$ cat src/pfc_map.svh
// pfc_map.svh: pin-level constants for the parallel flash host controller
// assumes a 250 MHz system clock; included by the package and the controller
`ifndef PFC_MAP_SVH
`define PFC_MAP_SVH
`define PFC_CLK_MHZ        250
`define PFC_ADDR_W         18
`define PFC_DATA_W         8
`define PFC_CMD_READ       8'h00
`define PFC_CMD_SIG        8'h90
`define PFC_CMD_ERASE      8'h20
`define PFC_CMD_ERASE_VFY  8'hA0
`define PFC_CMD_PROG       8'h40
`define PFC_CMD_PROG_VFY   8'hC0
`define PFC_CMD_RESET      8'hFF
`define PFC_SIG_MFG_ADDR   18'h00000
`define PFC_SIG_DEV_ADDR   18'h00001
// strobe and wait timing in ns (erase in us), cycle counts derived (least times round up)
`define PFC_T_WP_NS        40
`define PFC_T_WPH_NS       20
`define PFC_T_WC_NS        120
`define PFC_T_VPEL_NS      100
`define PFC_T_WHGL_NS      6000
`define PFC_T_PROG_NS      10000
`define PFC_T_ERASE_US     9500
`define PFC_CYC(ns)        (((ns) * `PFC_CLK_MHZ + 999) / 1000)
`define PFC_WP_CYC         `PFC_CYC(`PFC_T_WP_NS)
`define PFC_WPH_CYC        `PFC_CYC(`PFC_T_WPH_NS)
`define PFC_WC_CYC         `PFC_CYC(`PFC_T_WC_NS)
`define PFC_VPEL_CYC       `PFC_CYC(`PFC_T_VPEL_NS)
`define PFC_WHGL_CYC       `PFC_CYC(`PFC_T_WHGL_NS)
`define PFC_PROG_CYC       `PFC_CYC(`PFC_T_PROG_NS)
`define PFC_ERASE_CYC      (`PFC_T_ERASE_US * `PFC_CLK_MHZ)
`endif

$ cat src/pfc_pkg.sv
// pfc_pkg.sv: types shared by the parallel flash host controller
// assumes pfc_map.svh is on the include path
`include "pfc_map.svh"
package pfc_pkg;
   // user operations
   typedef enum logic [2:0] {
      PFC_OP_READ,
      PFC_OP_SIG,
      PFC_OP_ERASE,
      PFC_OP_ERASE_VFY,
      PFC_OP_PROG,
      PFC_OP_PROG_VFY,
      PFC_OP_RESET
   } pfc_op_e;
endpackage : pfc_pkg

$ cat src/pfc_host.sv
// pfc_host.sv: host-side sequencer driving a 256K x 8 parallel flash over its pins
// assumes flash pins wired to this module; byte data bus resolved outside from byte_data_bus_oe
`include "pfc_map.svh"
module pfc_host (
   // clock and reset
   input  wire logic                   clk_sys,
   input  wire logic                   rst,
   input  wire logic                   clk_en,
   // user request
   input  wire logic                   req_valid,
   output logic                        req_ready,
   input  wire logic [2:0]             req_op,
   input  wire logic [`PFC_ADDR_W-1:0] req_addr,
   input  wire logic [`PFC_DATA_W-1:0] req_data,
   // user answer
   output logic                        rsp_valid,
   output logic [`PFC_DATA_W-1:0]      rsp_data,
   // flash pins
   output logic                        chip_en_n,
   output logic                        out_en_n,
   output logic                        wr_en_n,
   output logic                        prog_supply_on,
   output logic [`PFC_ADDR_W-1:0]      array_address_bus,
   output logic [`PFC_DATA_W-1:0]      byte_data_bus_out,
   output logic                        byte_data_bus_oe,
   input  wire logic [`PFC_DATA_W-1:0] byte_data_bus_in
);

   typedef enum logic [3:0] {
      PFC_IDLE, PFC_VPP, PFC_WSET, PFC_WLOW, PFC_WHIGH, PFC_WAIT,
      PFC_RSET, PFC_RLOW, PFC_DONE
   } pfc_st_e;

   localparam int unsigned CNT_W = 22;
   localparam logic [CNT_W-1:0] WP_C    = CNT_W'(`PFC_WP_CYC);
   localparam logic [CNT_W-1:0] WPH_C   = CNT_W'(`PFC_WPH_CYC);
   localparam logic [CNT_W-1:0] WC_C    = CNT_W'(`PFC_WC_CYC);
   localparam logic [CNT_W-1:0] VPEL_C  = CNT_W'(`PFC_VPEL_CYC);
   localparam logic [CNT_W-1:0] WHGL_C  = CNT_W'(`PFC_WHGL_CYC);
   localparam logic [CNT_W-1:0] PROG_C  = CNT_W'(`PFC_PROG_CYC);

   // erase wait exceeds 4096 cycles, so it is shortenable in simulation
   parameter int unsigned ERASE_CYC = `PFC_ERASE_CYC;

   pfc_st_e                 st_q;
   logic [CNT_W-1:0]        cnt_q;
   pfc_pkg::pfc_op_e        op_q;
   logic [1:0]              step_q;
   logic [`PFC_ADDR_W-1:0]  addr_q;
   logic [`PFC_DATA_W-1:0]  data_q;
   logic [`PFC_DATA_W-1:0]  rd_s1_q;
   logic [`PFC_DATA_W-1:0]  rd_s2_q;
   logic                    vpp_q;
   logic                    rsp_q;
   logic [`PFC_DATA_W-1:0]  rsp_data_q;
   logic [CNT_W-1:0]        wait_len;
   logic [1:0]              n_writes;
   logic [`PFC_DATA_W-1:0]  cmd_byte;
   logic                    op_reads;
   logic                    op_known;
   logic [`PFC_ADDR_W-1:0]  addr_out_q;
   logic [`PFC_DATA_W-1:0]  data_out_q;

   assign req_ready = (st_q == PFC_IDLE);
   assign rsp_valid = rsp_q;
   assign rsp_data  = rsp_data_q;
   assign prog_supply_on = vpp_q;

   assign op_known = (req_op <= 3'(pfc_pkg::PFC_OP_RESET));

   // per-operation sequence: writes needed, command byte, recovery, read-back
   always_comb begin
      n_writes = 2'd1;
      cmd_byte = `PFC_CMD_READ;
      wait_len = WC_C;
      op_reads = 1'b1;
      case (op_q)
         pfc_pkg::PFC_OP_READ: begin
            cmd_byte = `PFC_CMD_READ;
         end
         pfc_pkg::PFC_OP_SIG: begin
            cmd_byte = `PFC_CMD_SIG;
         end
         pfc_pkg::PFC_OP_ERASE: begin
            n_writes = 2'd2;
            cmd_byte = `PFC_CMD_ERASE;
            wait_len = CNT_W'(ERASE_CYC);
            op_reads = 1'b0;
         end
         pfc_pkg::PFC_OP_ERASE_VFY: begin
            cmd_byte = `PFC_CMD_ERASE_VFY;
            wait_len = WHGL_C;
         end
         pfc_pkg::PFC_OP_PROG: begin
            n_writes = 2'd2;
            cmd_byte = (step_q == 2'd0) ? `PFC_CMD_PROG : data_q;
            wait_len = PROG_C;
            op_reads = 1'b0;
         end
         pfc_pkg::PFC_OP_PROG_VFY: begin
            cmd_byte = `PFC_CMD_PROG_VFY;
            wait_len = WHGL_C;
         end
         pfc_pkg::PFC_OP_RESET: begin
            n_writes = 2'd2;
            cmd_byte = `PFC_CMD_RESET;
            op_reads = 1'b0;
         end
         default: begin
            op_reads = 1'b0;
         end
      endcase
   end

   // read data comes from a pin, so it is synchronised before capture
   always_ff @(posedge clk_sys) begin
      if (rst) begin
         rd_s1_q <= '0;
         rd_s2_q <= '0;
      end else if (clk_en) begin
         rd_s1_q <= byte_data_bus_in;
         rd_s2_q <= rd_s1_q;
      end
   end

   // sequencer
   always_ff @(posedge clk_sys) begin
      if (rst) begin
         st_q   <= PFC_IDLE;
         cnt_q  <= '0;
         op_q   <= pfc_pkg::PFC_OP_READ;
         step_q <= 2'd0;
         addr_q <= '0;
         data_q <= '0;
         vpp_q  <= 1'b0;
         rsp_q  <= 1'b0;
         rsp_data_q <= '0;
      end else if (clk_en) begin
         rsp_q <= 1'b0;
         if (cnt_q != '0) begin
            cnt_q <= cnt_q - CNT_W'(1);
         end
         case (st_q)
            PFC_IDLE: begin
               step_q <= 2'd0;
               if (req_valid) begin
                  if (!op_known) begin
                     rsp_q <= 1'b1;
                     rsp_data_q <= '0;
                  end else begin
                     op_q   <= pfc_pkg::pfc_op_e'(req_op);
                     addr_q <= req_addr;
                     data_q <= req_data;
                     vpp_q  <= 1'b1;
                     cnt_q  <= VPEL_C;
                     st_q   <= PFC_VPP;
                  end
               end
            end
            PFC_VPP: begin
               if (cnt_q == '0) begin
                  st_q <= PFC_WSET;
               end
            end
            PFC_WSET: begin
               // address settles before write enable falls; data only needs to stand at the rise
               cnt_q <= WP_C;
               st_q  <= PFC_WLOW;
            end
            PFC_WLOW: begin
               if (cnt_q == '0) begin
                  cnt_q <= (WC_C > WP_C + WPH_C) ? WC_C - WP_C : WPH_C;
                  st_q  <= PFC_WHIGH;
               end
            end
            PFC_WHIGH: begin
               if (cnt_q == '0) begin
                  if (step_q + 2'd1 < n_writes) begin
                     step_q <= step_q + 2'd1;
                     st_q   <= PFC_WSET;
                  end else begin
                     cnt_q <= wait_len;
                     st_q  <= PFC_WAIT;
                  end
               end
            end
            PFC_WAIT: begin
               if (cnt_q == '0) begin
                  if (op_q == pfc_pkg::PFC_OP_ERASE) begin
                     // erase pulse is closed by a verify write at the request address
                     op_q  <= pfc_pkg::PFC_OP_ERASE_VFY;
                     step_q <= 2'd0;
                     st_q  <= PFC_WSET;
                  end else if (op_q == pfc_pkg::PFC_OP_PROG) begin
                     op_q  <= pfc_pkg::PFC_OP_PROG_VFY;
                     step_q <= 2'd0;
                     st_q  <= PFC_WSET;
                  end else if (op_reads) begin
                     st_q <= PFC_RSET;
                  end else begin
                     st_q <= PFC_DONE;
                  end
               end
            end
            PFC_RSET: begin
               cnt_q <= WC_C + CNT_W'(2); // access time plus synchroniser
               st_q  <= PFC_RLOW;
            end
            PFC_RLOW: begin
               if (cnt_q == '0) begin
                  rsp_data_q <= rd_s2_q;
                  st_q <= PFC_DONE;
               end
            end
            PFC_DONE: begin
               rsp_q <= 1'b1;
               vpp_q <= 1'b0;
               st_q  <= PFC_IDLE;
            end
            default: begin
               st_q <= PFC_IDLE;
            end
         endcase
      end
   end

   // bus values come from flops, one cycle behind the sequence; a new command byte
   // may appear as write enable falls, which is safe since the flash takes it at the rise
   always_ff @(posedge clk_sys) begin
      if (rst) begin
         addr_out_q <= '0;
         data_out_q <= '0;
      end else if (clk_en) begin
         data_out_q <= cmd_byte;
         // signature reads use 0000H or 0001H with every other line low
         if (op_q == pfc_pkg::PFC_OP_SIG) begin
            addr_out_q <= addr_q[0] ? `PFC_SIG_DEV_ADDR : `PFC_SIG_MFG_ADDR;
         end else begin
            addr_out_q <= addr_q;
         end
      end
   end

   // pin drive from state; chip enable high outside a cycle keeps standby
   always_comb begin
      chip_en_n         = !(st_q == PFC_WSET || st_q == PFC_WLOW || st_q == PFC_WHIGH ||
                            st_q == PFC_RSET || st_q == PFC_RLOW);
      wr_en_n           = (st_q != PFC_WLOW);
      out_en_n          = (st_q != PFC_RLOW);
      byte_data_bus_oe  = (st_q == PFC_WSET || st_q == PFC_WLOW || st_q == PFC_WHIGH);
      byte_data_bus_out = data_out_q;
      array_address_bus = addr_out_q;
   end

endmodule : pfc_host

$ cat config.mk
export PLATFORM = sky130hd
export DESIGN_NAME = pfc_host
export DESIGN_NICKNAME = d
export VERILOG_FILES = /design/src/pfc_pkg.sv /design/src/pfc_host.sv
export VERILOG_INCLUDE_DIRS = /design/src
export SDC_FILE = /design/constraint.sdc
export NUM_CORES = 1
export LEC_CHECK = 0
export BUFFER_PORTS_ARGS = -buffer_cell sky130_fd_sc_hd__buf_2
export CORE_ASPECT_RATIO = 0.5
export CORE_MARGIN = 2
export CORE_UTILIZATION = 35
export DETAILED_ROUTE_END_ITERATION = 8
export SETUP_SLACK_MARGIN = 0.1
export SLEW_MARGIN = 20
export SYNTH_ARGS = -nofsm -noshare
export SYNTH_HDL_FRONTEND = slang
export SYNTH_SLANG_ARGS = --single-unit
$ cat constraint.sdc
create_clock -name clk_sys -period 7.9 [get_ports clk_sys]
set_input_delay 0.395 -clock clk_sys [delete_from_list [all_inputs] [get_ports clk_sys]]
set_output_delay 0.395 -clock clk_sys [all_outputs]
set_load 0.005 [all_outputs]
==> flow_summary.ini, run 1 <==
[status]
status = finished clean

[finish]
syn_to_final_growth_pct = 14.8
antenna_cells = 0
fin_nets = 749
drive_gt1_share_pct = 16.6
layout_common_cells = dfxtp_1 (109), nor2_1 (86), nand2_1 (86)
layout.cells.non_filler = 907
final_common_cell = dfxtp_1

[routing]
vias = 4891
drc = 0
wl_per_cell_um = 15.5
antenna_left = 0
drt-initial-drc-count = 361
drt_pre_antenna_iters = 5
avgViaCountPerCell = 5.39
wirelength_mm = 14.0

[logic_synthesis]
ys_seq_elements = 109
synthesis.nets = 704
syn_inst = 659
synthDistinctLibCells = 63
ys_warn_count = 0
synth_area_um2 = 5310
synthArstFlopShare_pct = 0
synth_edf_count = 0
synth.yosys.seq_area_share_pct = 41.1
synth_ff_type = dfxtp_1
synth.avg_cell_area_um2 = 8.05

[clocking]
cts_root_buf = clkbuf_16
cts_resized = 0
ctsHoldBuffers = 0
cts_setup_buffers = 0
numCtsBuffers = 9
clock_sinks = 109
clkLatencyLatePin_ps = 360
cts.path.max_buffers = 2
clk_pin_slew_worst_paths_ps = 80
tritoncts = done
cts.htree.levels = 3

[placement]
portBuffers = 81
gp_congestion = 0.929
hpwl_mm = 9.45
placed_cells = 891
post-place-ws_ps = 4940

[die]
start_util_pct = 36.3
rows = 31
dieArea_um2 = 16200
io_pins = 82
die_w_um = 178
coreArea_um2 = 14600
die_height_um = 91.1

[worst_hold_path]
hold_depth = 3
hold_class = in2reg
hp-start = req_addr[2]
hold-path-endpoint = addr_q[2]

[setup_path]
ff2ff_setup_slack_ps = 4880
path_class = reg2reg
endpoint_kind = flop
path_cells = o21bai_1, ha_1, nor2b_1, a221oi_1, buf_4, or4_4, o21ai_0, a21oi_1, nor3_1
worstPathArrival_ps = 3300
rr_startpoint = op_q[1]
r2r_end = cnt_q[6]
cp_slowest_cell = dfxtp_1
critPathMaxFanout = 19
startpoint_type = flop
rr_worst_depth = 9
required_ps = 8180
max_stage_delay_ps = 720

[timing]
finalCritPeriodShare_pct = 38.2
rsz0062_at_grt = no
fmax_mhz = 331
slew_viol_final = 0
setup_tns_ps = 0
setup_viol = 0
min_period_ps = 3020
tightest_slew_ps = 1060
hold_viol = 0
relSlewSlack_pct = 29.3
worst_slack_ps = 4880
skew_ps = 11.8

[power]
ir_drop_uv = 108
power_mw = 1.44
p_per_area_nw_per_um2 = 237
p_leak_nw = 2.38

[global_route]
busiest_layer = met2
grt_antenna_before_repair = 0
grt_pass1_wl_mm = 23.2
grt_use_met3_pct = 4.02
grt_pass1_vias = 4603
met1_usage_pct = 23.6
overflow = 0
grt.total_usage_pct = 17.9
use_met2_pct = 28.5
grt_max_degree = 61

[flow_run]
maxCapViolCount = 0
## worst max path at each step
stage | startpoint | to | slack (ps) | cells after the start
floorplan | op_q[2] | cnt_q[14] | 5360 | 11
global placement | op_q[1] | cnt_q[1] | 4970 | 9
detailed placement | op_q[1] | cnt_q[1] | 4940 | 9
CTS | op_q[1] | cnt_q[1] | 4940 | 9
global route | op_q[1] | cnt_q[8] | 4690 | 9
finish | op_q[1] | cnt_q[6] | 4880 | 9
## report_power, final
group / leakage [nW] / total, mW / internal (mW) / switching, mW
Clock: 0.144 / 0.454 / 0.224 / 0.230
Sequential: 0.887 / 0.635 / 0.584 / 0.0511
Combinational: 1.35 / 0.354 / 0.134 / 0.221
## kinds of logic after synthesis
logic type	count (synthesis)	share of synthesized area (%)
compound gates	170	20.6
xor+xnor	5	0.825
fa+ha+maj	4	0.943
buf+inv	66	5.00
flops	109	41.1
mux	27	5.12
simple gates	278	26.4
## synth_stat cells (7+ instances only)
cell type | instances | area, um2
dfxtp_1 | 109 | 2180
nand2_1 | 86 | 323
nor2_1 | 86 | 323
a21oi_1 | 68 | 340
clkbuf_1 | 38 | 143
mux2i_1 | 26 | 260
a22oi_1 | 17 | 128
o21ai_0 | 17 | 85.1
nor3_1 | 16 | 80.1
a211oi_1 | 14 | 105
inv_1 | 13 | 48.8
nand2b_1 | 11 | 68.8
nor4_1 | 11 | 68.8
nand3_1 | 8 | 40.0
nand4_1 | 8 | 50.1
and2_1 | 7 | 43.8
buf_1 | 7 | 26.3
## area by class of cell
| type | instances | area, um2 |
|---|---|---|
| fillers | 1472 | 8530 |
| multi-input cells | 484 | 2870 |
| flip-flops and latches | 109 | 2180 |
| repair buffers | 86 | 445 |
| well taps | 198 | 248 |
| clock buffers | 10 | 229 |
| clock inverters | 6 | 65.1 |
| inverters | 14 | 55.1 |
## metrics by stage
| step | utilization (%) | area (um2) | hold WS, ps |
|---|---|---|---|
| final | 41.7 | 6090 | 265 |
| after global routing | 41.7 | 6090 | 267 |
| after CTS | 41.7 | 6090 | 251 |
| after detailed placement | 39.7 | 5800 | 448 |
| after global placement | 39.7 | 5800 | 441 |
| after floorplan | - | 5310 | 436 |
## metal layers
metal | wire length (um) | share of wire [%] | vias up
met1 | 6570 | 47 | 2307
met3 | 750 | 5.3 | 18
met2 | 6510 | 46 | 125
li1 | - | - | 2441
met5 | 0 | 0 | -
met4 | 204 | 1.5 | 0
## registers in the layout, summed over array words and instances, names as in the netlist
| name | count |
|---|---|
| cnt_q | 22 |
| addr_q | 18 |
| array_address_bus | 18 |
| byte_data_bus_out | 8 |
| data_q | 8 |
| rd_s1_q | 8 |
| rd_s2_q | 8 |
| rsp_data | 8 |
| st_q | 4 |
| op_q | 3 |
| step_q | 2 |
| prog_supply_on | 1 |
| rsp_valid | 1 |
## worst max-delay path, delay by kind of cell (launching register included)
| kind | cells | cell delay, ps |
|---|---|---|
| AOI/OAI and AO/OA | 4 | 850 |
| buffers and inverters | 1 | 190 |
| adders and majority gates | 1 | 360 |
| and+or+nand+nor | 3 | 820 |
| DFF | 1 | 720 |
Note: power is estimated with default switching activity, not from simulation.
==> run 2, diff against run 1 <==
clock period = 2.83 ns   (was 7.9 ns; I/O delays follow)
==> run 2 against run 1 <==
Effect of this change:
- clock power rose to 2.9 times the previous value
- worst setup slack got worse by 4600 ps
- clock skew fell by 2.4 ps
- die area did not move
- combinational power rose to 3.2 times the previous value
- non-clock buffer count rose by 19
- sequential share of layout area fell by 1.1 points
- largest cell class unchanged
- largest power group unchanged
- highest routed layer unchanged
==> flow_summary.ini, run 2 (same netlist as run 1, synthesis figures left out) <==
[clocking]
cts_setup_buffers = 0
cts_root_buf = clkbuf_16
tritoncts = done
numCtsBuffers = 9
clk_pin_slew_worst_paths_ps = 80
cts_resized = 0
clkLatencyLatePin_ps = 350
cts.htree.levels = 3
cts.path.max_buffers = 2
ctsHoldBuffers = 0
clock_sinks = 109

[routing]
antenna_left = 0
drt_pre_antenna_iters = 4
avgViaCountPerCell = 5.36
wirelength_mm = 14.6
drt-initial-drc-count = 335
drc = 0
vias = 4956
wl_per_cell_um = 15.8

[placement]
portBuffers = 81
place_area_um2 = 5940
hpwl_mm = 9.96
gp_congestion = 0.884
post-place-ws_ps = 193

[timing]
timing.hold.ws_ps = 16.8
worst_slack_ps = 294
skew_ps = 9.40
rsz0062_at_grt = no
fmax_mhz = 394
finalCritPeriodShare_pct = 89.6
min_period_ps = 2540
tightest_slew_ps = 588
relSlewSlack_pct = 60.8
setup_viol = 0
hold_viol = 0
setup_tns_ps = 0
slew_viol_final = 0

[global_route]
grt.total_usage_pct = 18.5
overflow = 0
grt_antenna_before_repair = 0
grt_max_degree = 44
grt_pass1_vias = 4681
grt_pass1_wl_mm = 24.1

[setup_path]
rr_worst_depth = 10
path_cells = inv_1, ha_4, ha_4, nor2b_1, a221oi_1, buf_4, or4_4, o21ai_4, nor3_1, nor4_1
critPathMaxFanout = 10
max_stage_delay_ps = 520
required_ps = 3080
startpoint_type = flop
cpMostUsedCell = ha_4
path_class = reg2reg
endpoint_kind = flop
cp_slowest_cell = or4_4
worstPathArrival_ps = 2790

[finish]
largest_register = cnt_q
fillCellCount = 1525
drive_gt1_share_pct = 19.4
antenna_cells = 0
largest_reg_flops = 22
syn_to_final_growth_pct = 18.4
final_area_um2 = 6280
fin_nets = 768
final_common_cell = dfxtp_1
layout_common_cells = dfxtp_1 (108), nor2_1 (86), nand2_1 (86)

[power]
p_sw_share_pct = 33.7
p_seq_share_pct = 41.5
clkPwrFrac_pct = 31.7
p_switching_mw = 1.41
p_per_area_nw_per_um2 = 663
ir_drop_uv = 258
p_int_mw = 2.76
pwr-share-comb_pct = 26.8
p_leak_nw = 2.48
power_mw = 4.17

[die]
die_w_um = 178
io_pins = 82
die_height_um = 91.1
start_util_pct = 36.3
coreArea_um2 = 14600
dieArea_um2 = 16200
rows = 31

[status]
status = finished clean

[flow_run]
maxCapViolCount = 0

[worst_hold_path]
hold_depth = 3
hold_class = in2reg
[run 2: changes by cell type in the layout (fill, tap and decap cells not counted), sizes merged]
cell	delta
clkbuf	-1
bufinv	+1
inv	-1
buf	+19
[run 2: metal layers]
| metal | vias up | global-route usage, % | routed length, um |
|---|---|---|---|
| met5 | - | 0 | 0 |
| met4 | 0 | 5.40 | 214 |
| met3 | 18 | 3.77 | 695 |
| met2 | 113 | 29.4 | 6770 |
| met1 | 2345 | 25.3 | 6950 |
| li1 | 2480 | - | - |
[run 2: worst max-delay path, delay by kind of cell (launching register included)]
kind / cells / cell delay, ps
AO/OA/AOI/OAI: 2 / 320
buffers and inverters: 2 / 280
AND/OR/NAND/NOR: 4 / 950
adder cells (fa/ha/maj): 2 / 530
flip-flops: 1 / 350
[run 2: cell type report]
type	count	area (um2)	share of cell area (%)
flip-flops and latches	109	2180	34.8
inverters	14	55.1	0.876
clock inverters	6	83.8	1.33
well taps	198	248	3.94
repair buffers	105	588	9.36
clock buffers	9	225	3.59
multi-input cells	484	2900	46.1
[run 2: path summary, 6_finish.rpt]
| path | from | endpoint | slack, ps |
|---|---|---|---|
| worst min register to register | rsp_data[0] | rsp_data[0] | 450 |
| worst max-delay path | step_q[0] | cnt_q[21] | 290 |
| worst max register to register | step_q[0] | cnt_q[21] | 290 |
| worst min-delay path | req_addr[9] | addr_q[9] | 20 |
[run 2: stage by stage]
stage	utilization (%)	cells
floorplan	-	659
global placement	40.6	910
detailed placement	40.6	910
CTS	42.7	925
global route	43.0	925
finish	43.0	925
[run 2: power by group through the flow]
stage	Combinational (mW)	Sequential, mW	Clock [mW]
floorplan	0.797	1.73	0
global placement	1.10	1.76	0
detailed placement	1.10	1.76	0
CTS	1.11	1.73	1.36
global route	1.24	1.74	1.43
finish	1.12	1.73	1.32
==> run 3, diff against run 2 <==
clock period = 3.21 ns   (was 2.83 ns; I/O delays follow)
==> run 3 against run 2 <==
Effect of this change:
- maximum frequency down 7.7%
- sequential share of layout area is 0.59 points higher
- die area stayed put
- global-route usage fell by 0.22 points
- worst hold slack gained 13 ps
- critical path depth is the same
- critical endpoint is now cnt_q[8]
==> flow_summary.ini, run 3 (same netlist as run 1, synthesis figures left out) <==
[die]
coreArea_um2 = 14600
start_util_pct = 36.3
die_height_um = 91.1
die_w_um = 178
io_pins = 82
dieArea_um2 = 16200
rows = 31

[flow_run]
maxCapViolCount = 0

[timing]
skew_ps = 12.4
timing.hold.ws_ps = 29.3
hold_viol = 0
min_period_ps = 2750
relSlewSlack_pct = 47.2
slew_viol_final = 0
tightest_slew_ps = 793
setup_viol = 0
rsz0062_at_grt = no
fmax_mhz = 364
finalCritPeriodShare_pct = 85.5
setup_tns_ps = 0

[finish]
layout_common_cells = dfxtp_1 (109), nor2_1 (86), nand2_1 (86)
final_common_cell = dfxtp_1
largest_reg_flops = 22
fin_nets = 760
antenna_cells = 0
syn_to_final_growth_pct = 16.3
drive_gt1_share_pct = 17.9
largest_register = cnt_q

[setup_path]
max_stage_delay_ps = 520
required_ps = 3480
critPathMaxFanout = 11
startpoint_type = flop
path_cells = inv_1, ha_1, ha_1, nor2b_1, a221oi_1, buf_4, or4_4, o21ai_0, a211oi_1, nor4_1
worstPathArrival_ps = 3010
path_class = reg2reg
cp_slowest_cell = or4_4
cpMostUsedCell = ha_1
endpoint_kind = flop

[clocking]
cts.htree.levels = 3
clk_pin_slew_worst_paths_ps = 80
ctsHoldBuffers = 0
cts_setup_buffers = 0
cts_root_buf = clkbuf_16
tritoncts = done
numCtsBuffers = 9
clkLatencyLatePin_ps = 360
cts.path.max_buffers = 2
cts_resized = 0
clock_sinks = 109

[placement]
gp_congestion = 0.956
hpwl_mm = 9.83
portBuffers = 81

[global_route]
overflow = 0
grt_antenna_before_repair = 0
grt_pass1_wl_mm = 24.1
grt_max_degree = 74
grt.total_usage_pct = 18.3
grt_pass1_vias = 4777

[routing]
avgViaCountPerCell = 5.39
antenna_left = 0
drc = 0
drt-initial-drc-count = 371
drt_pre_antenna_iters = 4
vias = 4949
wl_per_cell_um = 15.7
wirelength_mm = 14.4

[power]
p_leak_nw = 2.43
ir_drop_uv = 235
p_per_area_nw_per_um2 = 580

[worst_hold_path]
hold_class = in2reg

[status]
status = finished clean
run 3: cell count changes in the layout (fill, tap and decap cells not counted):
cell	change
o21ai_0	+1
clkbuf_1	+1
dfxtp_1	+1
buf_4	-8
nor3_2	-1
o21ai_1	-1
nor3_1	+1
dfxtp_2	-1
clkinv_4	-1
ha_1	+2
ha_4	-2
inv_6	+2
bufinv_16	-1
run 3: layout make-up:
type,instances,area [um2]
well taps,198,248
clock inverters,6,62.6
repair buffers,97,528
flip-flops and latches,109,2180
fillers,1518,8450
multi-input cells,484,2870
clock buffers,10,229
inverters,14,55.1
run 3: layer usage:
| metal | GRT usage (%) | share of wire [%] | vias up |
|---|---|---|---|
| met4 | 5.67 | 1.2 | 0 |
| met2 | 29.6 | 46 | 130 |
| met1 | 24.4 | 48 | 2340 |
| li1 | - | - | 2467 |
| met5 | 0 | 0 | - |
| met3 | 3.77 | 5.0 | 12 |
run 3: final timing paths:
path	startpoint	to	slack (ps)	cells past startpoint
min reg2reg	rsp_data[7]	rsp_data[7]	450	2
min	req_addr[2]	addr_q[2]	30	3
max reg2reg	step_q[0]	cnt_q[8]	460	10
max	step_q[0]	cnt_q[8]	460	10
run 3: per-stage QoR:
step | utilization (%) | area (um2) | power (mW) | instances | setup slack, ps
final | 42.2 | 6170 | 3.58 | 918 | 464
after detailed placement | 40.2 | 5880 | 2.49 | 902 | 527
after CTS | 42.2 | 6170 | 3.60 | 918 | 509
after floorplan | - | 5310 | 2.23 | 659 | 673
after global routing | 42.2 | 6170 | 3.78 | 918 | 308
after global placement | 40.2 | 5880 | 2.48 | 902 | 612
run 3: worst max-delay path, delay by kind of cell (launching register included):
family	cells	cell delay [ps]
adders and majority gates	2	630
DFF	1	400
AOI/OAI and AO/OA	3	540
and+or+nand+nor	3	820
buffers and inverters	2	270
run 3: power breakdown:
part	total, mW	switching (mW)	leakage, nW	internal [mW]
Combinational	0.934	0.584	1.40	0.351
Clock	1.10	0.553	0.143	0.550
Sequential	1.54	0.105	0.887	1.44
